$ cat src/bepgs_defs.svh
// Constants for the enable / power-good sequencer.
// Assumes a 40 MHz system clock; all counts are derived from it.
`ifndef BEPGS_DEFS_SVH
`define BEPGS_DEFS_SVH

// ----------------------------------------------------------------------
// Timing
// ----------------------------------------------------------------------
`define BEPGS_CLK_KHZ        40000
`define BEPGS_PG_RISE_US     450
`define BEPGS_PG_RISE_CYC    ((`BEPGS_PG_RISE_US * `BEPGS_CLK_KHZ) / 1000)
`define BEPGS_PG_FALL_US     80
`define BEPGS_PG_FALL_CYC    ((`BEPGS_PG_FALL_US * `BEPGS_CLK_KHZ) / 1000)
`define BEPGS_DLY_MAX_MS     10
// Ticks of the 1 us timebase
`define BEPGS_US_CYC         (`BEPGS_CLK_KHZ / 1000)
// Reference ramp full scale in millivolts (top of the ramp)
`define BEPGS_REF_FULL_MV    16'h0280
// Ramp step per microsecond, in microvolts per us (= mV/ms)
`define BEPGS_SS_R0          16'h00A0
`define BEPGS_SS_R1          16'h017C
`define BEPGS_SS_R2          16'h02F8
`define BEPGS_SS_R3          16'h05DC

// ----------------------------------------------------------------------
// Reset values of the configuration
// ----------------------------------------------------------------------
`define BEPGS_RST_DLY_SEL    3'h0
`define BEPGS_RST_SS_SEL     2'h0
`define BEPGS_RST_FREQ_SEL   3'h0

`endif

$ cat src/bepgs_pkg.sv
// Types for the enable / power-good sequencer.
// Assumes bepgs_defs.svh supplies the numbers.
package bepgs_pkg;

    // Sequencer phases
    typedef enum logic [1:0] {
        BEPGS_OFF   = 2'b00,
        BEPGS_DELAY = 2'b01,
        BEPGS_RAMP  = 2'b10,
        BEPGS_RUN   = 2'b11
    } bepgs_state_t;

    // Configuration held in the undervoltage-reset domain
    typedef struct packed {
        logic [2:0] dly_sel;
        logic [1:0] ss_sel;
        logic [2:0] freq_sel;
    } bepgs_cfg_t;

    // Output comparator flags from the analog side
    typedef struct packed {
        logic above_925;
        logic below_90;
    } bepgs_cmp_t;

endpackage

$ cat src/bepgs_pg_filter.sv
// Power-good timing filter: rise delay, fall de-glitch, forced clears.
// Assumes comparator flags already synchronous to sys_clk.
`timescale 1ns/1ps
`include "bepgs_defs.svh"

module bepgs_pg_filter (
    input  wire logic               sys_clk,
    input  wire logic               rst,
    input  wire logic               run,
    input  wire logic               force_low,
    input  wire bepgs_pkg::bepgs_cmp_t cmp,
    output logic                    pg_good
);
    localparam int RISE = `BEPGS_PG_RISE_CYC;
    localparam int FALL = `BEPGS_PG_FALL_CYC;

    logic        good_r, good_nxt;
    logic [14:0] cnt_r, cnt_nxt;

    // Counter restarts whenever the pending condition breaks
    always_comb begin
        good_nxt = good_r;
        cnt_nxt  = 15'h0000;
        if (force_low || !run) begin
            good_nxt = 1'b0;
        end else if (!good_r) begin
            if (cmp.above_925) begin
                cnt_nxt = cnt_r + 15'h0001;
                if (cnt_r == 15'(RISE - 1)) begin
                    good_nxt = 1'b1;
                    cnt_nxt  = 15'h0000;
                end
            end
        end else if (cmp.below_90) begin
            // Short dips reset the count, so only a sustained low drops it
            cnt_nxt = cnt_r + 15'h0001;
            if (cnt_r == 15'(FALL - 1)) begin
                good_nxt = 1'b0;
                cnt_nxt  = 15'h0000;
            end
        end
    end

    always_ff @(posedge sys_clk) begin
        if (rst) begin
            good_r <= 1'b0;
            cnt_r  <= 15'h0000;
        end else begin
            good_r <= good_nxt;
            cnt_r  <= cnt_nxt;
        end
    end

    assign pg_good = good_r;
endmodule

$ cat src/bepgs_seq.sv
// Enable / power-good sequencer of a step-down regulator.
// Assumes all inputs are synchronous to sys_clk; the analog stage
// acts on power_stage_on, ref_mv and freq_sel.
`timescale 1ns/1ps
`include "bepgs_defs.svh"

module bepgs_seq (
    input  wire logic                  sys_clk,
    input  wire logic                  rst,
    input  wire logic                  supply_undervoltage_lockout,
    input  wire logic                  enable_in,
    input  wire logic                  thermal_shutdown,
    input  wire bepgs_pkg::bepgs_cfg_t cfg_wr_data,
    input  wire logic                  cfg_wr_en,
    input  wire bepgs_pkg::bepgs_cmp_t output_cmp,
    output logic                       power_stage_on,
    output logic                       low_side_allowed,
    output logic [15:0]                ref_mv,
    output logic [2:0]                 freq_sel,
    output bepgs_pkg::bepgs_cfg_t      cfg_rd_data,
    output logic                       output_in_regulation_flag_o,
    output logic                       output_in_regulation_flag_oe,
    output logic                       enable_status
);
    // ------------------------------------------------------------------
    // Helper functions
    // ------------------------------------------------------------------
    // Start delay in microseconds, ascending from zero; the product
    // needs 17 bits before the divide or the top code (7) wraps
    function automatic logic [13:0] dly_us(input logic [2:0] s);
        logic [16:0] p;
        p = {14'h0000, s} * 17'(`BEPGS_DLY_MAX_MS * 1000);
        return 14'(p / 17'h00007);
    endfunction

    // Reference step per microsecond in microvolts
    function automatic logic [15:0] ss_step(input logic [1:0] s);
        logic [15:0] v;
        case (s)
            2'h0:    v = `BEPGS_SS_R0;
            2'h1:    v = `BEPGS_SS_R1;
            2'h2:    v = `BEPGS_SS_R2;
            default: v = `BEPGS_SS_R3;
        endcase
        return v;
    endfunction

    // ------------------------------------------------------------------
    // Configuration, reset only by rst and the undervoltage lockout
    // ------------------------------------------------------------------
    bepgs_pkg::bepgs_cfg_t cfg_r, cfg_nxt;
    logic cfg_rst;
    assign cfg_rst = rst || supply_undervoltage_lockout;

    // Enable is deliberately absent here so settings survive it
    always_comb begin
        cfg_nxt = cfg_r;
        if (cfg_wr_en) begin
            cfg_nxt = cfg_wr_data;
        end
    end

    always_ff @(posedge sys_clk) begin
        if (cfg_rst) begin
            cfg_r <= '{`BEPGS_RST_DLY_SEL, `BEPGS_RST_SS_SEL,
                       `BEPGS_RST_FREQ_SEL};
        end else begin
            cfg_r <= cfg_nxt;
        end
    end

    // ------------------------------------------------------------------
    // Microsecond timebase
    // ------------------------------------------------------------------
    logic [5:0] tb_r, tb_nxt;
    logic       us_tick;
    assign us_tick = (tb_r == 6'(`BEPGS_US_CYC - 1));

    always_comb begin
        tb_nxt = us_tick ? 6'h00 : tb_r + 6'h01;
    end

    // ------------------------------------------------------------------
    // Sequencer
    // ------------------------------------------------------------------
    bepgs_pkg::bepgs_state_t st_r, st_nxt;
    logic [13:0] dcnt_r, dcnt_nxt;
    logic [25:0] ref_uv_r, ref_uv_nxt;
    logic        run_ok;
    localparam logic [25:0] REF_FULL_UV =
        26'({10'h000, `BEPGS_REF_FULL_MV} * 26'h00003E8);

    // Power may run only with enable high and no lockout or overtemp
    assign run_ok = enable_in && !supply_undervoltage_lockout
                    && !thermal_shutdown;

    always_comb begin
        st_nxt     = st_r;
        dcnt_nxt   = dcnt_r;
        ref_uv_nxt = ref_uv_r;
        case (st_r)
            bepgs_pkg::BEPGS_OFF: begin
                dcnt_nxt   = 14'h0000;
                ref_uv_nxt = 26'h0000000;
                if (run_ok) begin
                    st_nxt = bepgs_pkg::BEPGS_DELAY;
                end
            end
            bepgs_pkg::BEPGS_DELAY: begin
                if (us_tick) begin
                    dcnt_nxt = dcnt_r + 14'h0001;
                end
                if (dcnt_r >= dly_us(cfg_r.dly_sel)) begin
                    st_nxt = bepgs_pkg::BEPGS_RAMP;
                end
            end
            bepgs_pkg::BEPGS_RAMP: begin
                if (us_tick) begin
                    ref_uv_nxt = ref_uv_r + {10'h000, ss_step(cfg_r.ss_sel)};
                end
                // Clamp the step itself so the reference never overshoots
                if (ref_uv_nxt >= REF_FULL_UV) begin
                    ref_uv_nxt = REF_FULL_UV;
                end
                if (ref_uv_r >= REF_FULL_UV) begin
                    st_nxt     = bepgs_pkg::BEPGS_RUN;
                end
            end
            bepgs_pkg::BEPGS_RUN: begin
                ref_uv_nxt = REF_FULL_UV;
            end
            default: begin
                st_nxt = bepgs_pkg::BEPGS_OFF;
            end
        endcase
        if (!run_ok) begin
            st_nxt = bepgs_pkg::BEPGS_OFF;
        end
    end

    // ------------------------------------------------------------------
    // Output pipeline
    // ------------------------------------------------------------------
    logic        pg_good;
    logic        on_nxt, ls_nxt;
    logic [15:0] ref_nxt;

    always_comb begin
        on_nxt  = (st_nxt != bepgs_pkg::BEPGS_OFF)
                  && (st_nxt != bepgs_pkg::BEPGS_DELAY);
        // Low side held off for the whole ramp so a pre-biased rail is
        // never sunk; costs rectifier efficiency during soft-start
        ls_nxt  = on_nxt && (st_nxt == bepgs_pkg::BEPGS_RUN);
        ref_nxt = 16'(ref_uv_nxt / 26'h00003E8);
    end

    always_ff @(posedge sys_clk) begin
        if (rst) begin
            tb_r                         <= 6'h00;
            st_r                         <= bepgs_pkg::BEPGS_OFF;
            dcnt_r                       <= 14'h0000;
            ref_uv_r                     <= 26'h0000000;
            power_stage_on               <= 1'b0;
            low_side_allowed             <= 1'b0;
            ref_mv                       <= 16'h0000;
            freq_sel                     <= `BEPGS_RST_FREQ_SEL;
            cfg_rd_data                  <= '0;
            output_in_regulation_flag_o  <= 1'b0;
            output_in_regulation_flag_oe <= 1'b1;
            enable_status                <= 1'b0;
        end else begin
            tb_r                         <= tb_nxt;
            st_r                         <= st_nxt;
            dcnt_r                       <= dcnt_nxt;
            ref_uv_r                     <= ref_uv_nxt;
            power_stage_on               <= on_nxt;
            low_side_allowed             <= ls_nxt;
            ref_mv                       <= ref_nxt;
            freq_sel                     <= cfg_r.freq_sel;
            cfg_rd_data                  <= cfg_r;
            output_in_regulation_flag_o  <= 1'b0;
            output_in_regulation_flag_oe <= !pg_good;
            enable_status                <= enable_in;
        end
    end

    // Forced clears bypass the filter delays entirely
    bepgs_pg_filter u_pg (
        .sys_clk   (sys_clk),
        .rst       (rst),
        .run       (enable_in),
        .force_low (supply_undervoltage_lockout || thermal_shutdown),
        .cmp       (output_cmp),
        .pg_good   (pg_good)
    );
endmodule

$ cat config.mk
export PLATFORM = sky130hd
export DESIGN_NAME = bepgs_seq
export DESIGN_NICKNAME = d
export VERILOG_FILES = /design/src/bepgs_pkg.sv /design/src/bepgs_pg_filter.sv /design/src/bepgs_seq.sv
export VERILOG_INCLUDE_DIRS = /design/src
export SDC_FILE = /design/constraint.sdc
export NUM_CORES = 1
export LEC_CHECK = 0
export BUFFER_PORTS_ARGS = -buffer_cell sky130_fd_sc_hd__buf_2
export CAP_MARGIN = 10
export CORE_MARGIN = 1.5
export CORE_UTILIZATION = 40
export DETAILED_ROUTE_END_ITERATION = 6
export GPL_TIMING_DRIVEN = 0
export PLACE_DENSITY_LB_ADDON = 0.3
export REMOVE_ABC_BUFFERS = 1
export SKIP_LAST_GASP = 1
export SLEW_MARGIN = 40
export SYNTH_ARGS = -nofsm -noshare
export SYNTH_HDL_FRONTEND = slang
export SYNTH_SLANG_ARGS = --single-unit
$ cat constraint.sdc
create_clock -name sys_clk -period 43.9 [get_ports sys_clk]
set_clock_uncertainty 0.2 [all_clocks]
set_input_delay 8.78 -clock sys_clk [delete_from_list [all_inputs] [get_ports sys_clk]]
set_output_delay 8.78 -clock sys_clk [all_outputs]
set_load 0.02 [all_outputs]
After elaboration in Yosys (flattened, before gate mapping). Cells that the tools add are included. Widths: inputs -> output; s select.

Register bits after elaboration: 100. Word-level logic and storage cells: 79. Input bits: 16.

Equal/unequal tests: 11. $add $sub $neg: 4. Mux-type cells: 23. Order comparisons: 3. Divide/modulo/power cells: 2. Reductions and logical operators: 18. Multiply operators: 1.

Operator list (count): $mux 26 (3); $pmux 26 s3 (1); $mux 15 (5); $ge 26x20->1 const B (2); $pmux 11 s3 (1); $mux 16 (2); $pmux 14 s2 (1); $add 26x16->26 (1); $div 26x10->26 const B (1); $div 17x3->17 const B (1); $add 15x1->15 const B (1); $eq 15x12->1 const B (1); $eq 15x15->1 const B (1); $add 14x1->14 const B (1); $ge 14x14->1 (1); $mux 14 (1); $mul 3x10->13 const B (1); $eq 2x2->1 const B (4); $add 6x1->6 const B (1); $eq 6x6->1 const B (1); $mux 2 (3); $pmux 2 s3 (1); $mux 1 (5); $eq 2x1->1 const B (2); other kinds (9) (20).

Depth between registers and ports, before layout.
Depth after elaboration: 11. Mapped depth: 77.

Modules after synthesis. A second synthesis with hierarchy kept.

Cell total of the unflattened synthesis: 1818. Area, all modules: 13474.2 µm².

By module, submodules not included: bepgs_seq (times used 1, area an instance 12658.4 µm², cells each 1733, sequential area each 1681.6 µm²); bepgs_pg_filter (times used 1, area an instance 815.8 µm², cells each 85, sequential area each 320.3 µm²).

Worst setup path before layout. Ideal clock, no wire load.

Path kind: register to register. Start: reg cfg_r[6] (netlist name). End: reg low_side_allowed. Path buffers: 3. Period minus slack after synthesis: 14918 ps. Path slack: 28982 ps. Arrival time: 14583 ps. Stages on the path, launching flop included: 68. Cell sequence: dfxtp_1 clkbuf_1 inv_1 ha_1 fa_1 xor2_1 nor3_1 o21ai_0 a211oi_1 xnor2_1 buf_2 o21ai_0 a221o_1 nor4_2 nor2_2 xor2_1 a2111o_1 a211oi_4 [... 32 more ...] and3_1 ha_1 a21oi_1 nor2_1 nor2_1 nand2_1 a21oi_1 nor2b_1 o21ai_0 nand2b_1 a21oi_1 nor2b_1 o21ai_0 nand2b_1 a21oi_1 nor2b_1 nor4_1 nor4_1.

Word-level cells in the longest chain between the ends: 9. Elaborated cells between the ends (all ways): 11.

Ends and longest elaborated chain: start, declared (RTL line bepgs_seq.sv:51) `bepgs_pkg::bepgs_cfg_t cfg_r, cfg_nxt;`; start signal, assigned (RTL line bepgs_seq.sv:65) `` cfg_r <= '{`BEPGS_RST_DLY_SEL, `BEPGS_RST_SS_SEL, ``; start signal, assigned (RTL line bepgs_seq.sv:68) `cfg_r <= cfg_nxt;`; $mul 3x10->13 * (RTL line bepgs_seq.sv:32) `` p = {14'h0000, s} * 17'(`BEPGS_DLY_MAX_MS * 1000); ``; $div 17x3->17 * (RTL line bepgs_seq.sv:33) `return 14'(p / 17'h00007);`; $ge 14x14->1 * (RTL line bepgs_seq.sv:113) `if (dcnt_r >= dly_us(cfg_r.dly_sel)) begin`; $mux 2 * (RTL line bepgs_seq.sv:113); $pmux 2 s3 * (RTL line bepgs_seq.sv:101) `case (st_r)`; $mux 2 * (RTL line bepgs_seq.sv:136) `if (!run_ok) begin`; $ne 2x1->1 / $reduce_bool 2->1 (equally long branches) (RTL line bepgs_seq.sv:150, bepgs_seq.sv:149); $logic_and 1x1->1 (RTL line bepgs_seq.sv:150) `&& (st_nxt != bepgs_pkg::BEPGS_DELAY);`; $logic_and 1x1->1 * (RTL line bepgs_seq.sv:153) `ls_nxt = on_nxt && (st_nxt == bepgs_pkg::BEPGS_RUN);`; end signal, assigned (RTL line bepgs_seq.sv:177) `low_side_allowed <= ls_nxt;`; end, declared (RTL line bepgs_seq.sv:17) `output logic low_side_allowed,`.

Every way passes the cells marked *; elsewhere a longest branch is shown, timed or not. A chain may end at the register's enable or synchronous reset.

Final worst setup path. Ends and elaborated chain as after synthesis.

==> results.py <==
metrics = {
    "run_status": {
        "status": "completed",
    },
    "critical_path": {
        "cp_common_cell": "a21oi_1",
        "r2r-start": "cfg_r[6]$_SDFFE_PP0P_",
        "critPathMaxFanout": 15,
        "crit_type": "reg -> reg",
        "reg2reg_slack_ns": 25.92,
        "reg2reg_depth": 63,
        "timing.rr.end": "low_side_allowed$_SDFF_PP0_",
        "cp-end-kind": "flop",
        "arrival_ns": 18.00,
        "slowest_stage": "fa_1",
        "startpoint_type": "flop",
        "required_ns": 43.93,
        "cpPeakStageDelay_ns": 0.87,
    },
    "clocking": {
        "cts_buffers": 9,
        "clkLatencyLatePin_ns": 0.38,
        "cts_sinks": 98,
        "cts_tree": "built",
        "cts.repair.resized": 0,
        "holdBufCountCts": 0,
        "clock_path_buffers": 2,
        "clkTransAtPathRegs_ns": 0.08,
        "htree_levels": 3,
        "cts_root_buffer": "clkbuf_16",
        "cts_setup_buffers": 0,
    },
    "routing": {
        "wl_per_cell_um": 15.8,
        "drc": 0,
        "avgViaCountPerCell": 6.07,
        "drtIter0Drc": 1118,
        "ant_nets": 0,
        "vias": 13600,
        "finalWirelength_um": 35600,
        "first_pass_iters": 5,
    },
    "sta": {
        "maxSlewViolCount": 0,
        "tightest_slew_ns": 0.817,
        "fmaxAchievable_mhz": 55.6,
        "fin_setup_tns_ns": 0,
        "grt_setup_unrepaired": "false",
        "slew_headroom_pct": 45.5,
        "setup_viol": 0,
        "layout_min_cycle_time_ns": 17.98,
        "final_hold_viol_count": 0,
        "fin_crit_sh_pct": 40.9,
        "layout_setup_ws_ns": 25.92,
    },
    "placed_design": {
        "place_hpwl_um": 27100,
        "place_inst": 2231,
        "place_area_um2": 13800,
        "pre_cts_slack_ns": 26.27,
        "io_buffer_count": 46,
        "gp_congestion": 0.900,
    },
    "layout": {
        "layout_commonest_cell": "nor2_1",
        "diodes": 0,
        "stdcell_count": 2248,
        "final_area_um2": 14100,
        "syn2layout_area_growth_pct": 6.43,
        "drive_above_1_share_pct": 10.9,
        "fillers": 3350,
        "final_cell_mix": "nor2_1 (210), nand2_1 (166), dfxtp_1 (97)",
        "layout.nets": 1865,
    },
    "synthesis": {
        "synth_cell_types": 128,
        "synth_seq_cells": 98,
        "syn-cell-area_um2": 13300,
        "synth_async_sr_flop_share_pct": 0,
        "synthFlopType": "dfxtp_1",
        "seq_area_frac_synth_pct": 14.8,
        "netlist_instances": 1814,
        "synth-edff-count": 0,
        "avgSynthCellArea_um2": 7.32,
        "yosys_warnings": 0,
    },
    "power": {
        "power_mw": 0.323,
        "leakage_nw": 5.11,
        "vdd_ir_drop_max_v": 0.0000184,
        "power.density_nw_per_um2": 22.9,
    },
    "floorplanning": {
        "row_count": 66,
        "die_area_um2": 34300,
        "die_h_um": 185,
        "die_w_um": 185,
        "ios": 48,
        "core_area_um2": 32600,
        "initial_core_util_pct": 40.7,
    },
    "grt": {
        "grt_max_degree": 62,
        "grt_use_total_pct": 20.6,
        "grt_pass1_vias": 12300,
        "grt_pass1_wl_um": 59700,
        "overflow": 0,
        "antenna_found_initial": 0,
    },
    "worst_hold_path": {
        "worstHoldStart": "u_pg.pg_good$_SDFF_PP0_",
        "min_to": "output_in_regulation_flag_oe$_SDFF_PP1_",
        "hp-class": "reg -> reg",
        "hold_depth": 1,
    },
    "run": {
        "max_cap_viol_count": 0,
    },
}
-- critical path, delay by kind of cell, from the launching register on --
kind	cells	cell delay, ns
simple gates	24	4.80
xor+xnor	4	1.71
compound gates	24	6.45
fa+ha+maj	5	2.05
buf+inv	3	0.77
flops	1	0.77
mux	3	1.07
-- per-stage QoR --
stage | hold WS (ns) | util (%)
2_1_floorplan | 0.208 | -
3_3_place_gp | 0.242 | 42.1
3_5_place_dp | 0.229 | 42.3
4_1_cts | 0.253 | 43.3
5_1_grt | 0.287 | 43.3
6_report | 0.260 | 43.3
-- routing by layer --
layer / global-route usage (%) / up-vias / part of all wire [%]
li1: - / 6847 / -
met1: 28.7 / 6471 / 50
met2: 33.8 / 298 / 45
met3: 2.77 / 32 / 4.4
met4: 4.10 / 0 / 1.1
met5: 0 / - / 0
-- logic make-up (layout without fill, tap and decap cells) --
kind of cell | after synthesis | after routing | synth area share, %
AO/OA/AOI/OAI | 588 | 588 | 33.7
AND/OR/NAND/NOR | 767 | 767 | 29.3
buffers and inverters | 121 | 113 | 3.74
multiplexers | 50 | 50 | 3.95
XOR/XNOR | 132 | 132 | 9.04
other | 1 | 1 | 0.0283
flip-flops | 98 | 98 | 14.8
adder cells (fa/ha/maj) | 57 | 57 | 5.44
-- report_power, final --
group	switching (mW)	internal [mW]
logic	0.0925	0.0561
registers	0.00106	0.0895
clock network	0.0432	0.0407
-- layout make-up --
type | count | area, um2 | share of cell area, %
multi-input cells | 1595 | 10900 | 77.0
flip-flops and latches | 98 | 1960 | 13.9
well taps | 442 | 553 | 3.92
repair buffers | 48 | 243 | 1.72
clock buffers | 9 | 225 | 1.59
inverters | 49 | 184 | 1.30
clock inverters | 7 | 86.3 | 0.611
-- worst max path at each step --
stage	endpoint	depth (start not counted)	start	slack (ns)
after floorplan	low_side_allowed$_SDFF_PP0_	63	cfg_r[6]$_SDFFE_PP0P_	28.86
after global placement	low_side_allowed$_SDFF_PP0_	63	cfg_r[6]$_SDFFE_PP0P_	26.34
after detailed placement	low_side_allowed$_SDFF_PP0_	63	cfg_r[6]$_SDFFE_PP0P_	26.27
after CTS	low_side_allowed$_SDFF_PP0_	63	cfg_r[6]$_SDFFE_PP0P_	26.17
after global routing	low_side_allowed$_SDFF_PP0_	67	cfg_r[6]$_SDFFE_PP0P_	24.26
final	low_side_allowed$_SDFF_PP0_	63	cfg_r[6]$_SDFFE_PP0P_	25.92
-- synthesized netlist by cell type (all sizes together) (37+ instances only) --
| cell type | count | area (um2) |
|---|---|---|
| nor3 | 53 | 280 |
| mux2i | 37 | 374 |
| dfxtp | 98 | 1960 |
| nor2 | 215 | 820 |
| nand2 | 168 | 636 |
| ha | 44 | 551 |
| o21ai | 111 | 563 |
| clkbuf | 50 | 188 |
| inv | 49 | 184 |
| a21oi | 101 | 543 |
| nand3 | 68 | 345 |
| xnor2 | 96 | 871 |
-- registers in the layout (all words and copies together), names as in the netlist --
| name | cells |
|---|---|
| dcnt_r | 14 |
| ref_uv_r | 24 |
| u_pg.cnt_r | 15 |
| power_stage_on | 1 |
| low_side_allowed | 1 |
| enable_status | 1 |
| st_r | 2 |
| u_pg.pg_good | 1 |
| tb_r | 6 |
| cfg_r | 8 |
| ref_mv | 16 |
| cfg_rd_data | 8 |
| output_in_regulation_flag_oe | 1 |
(Power assumes the default switching activity.)
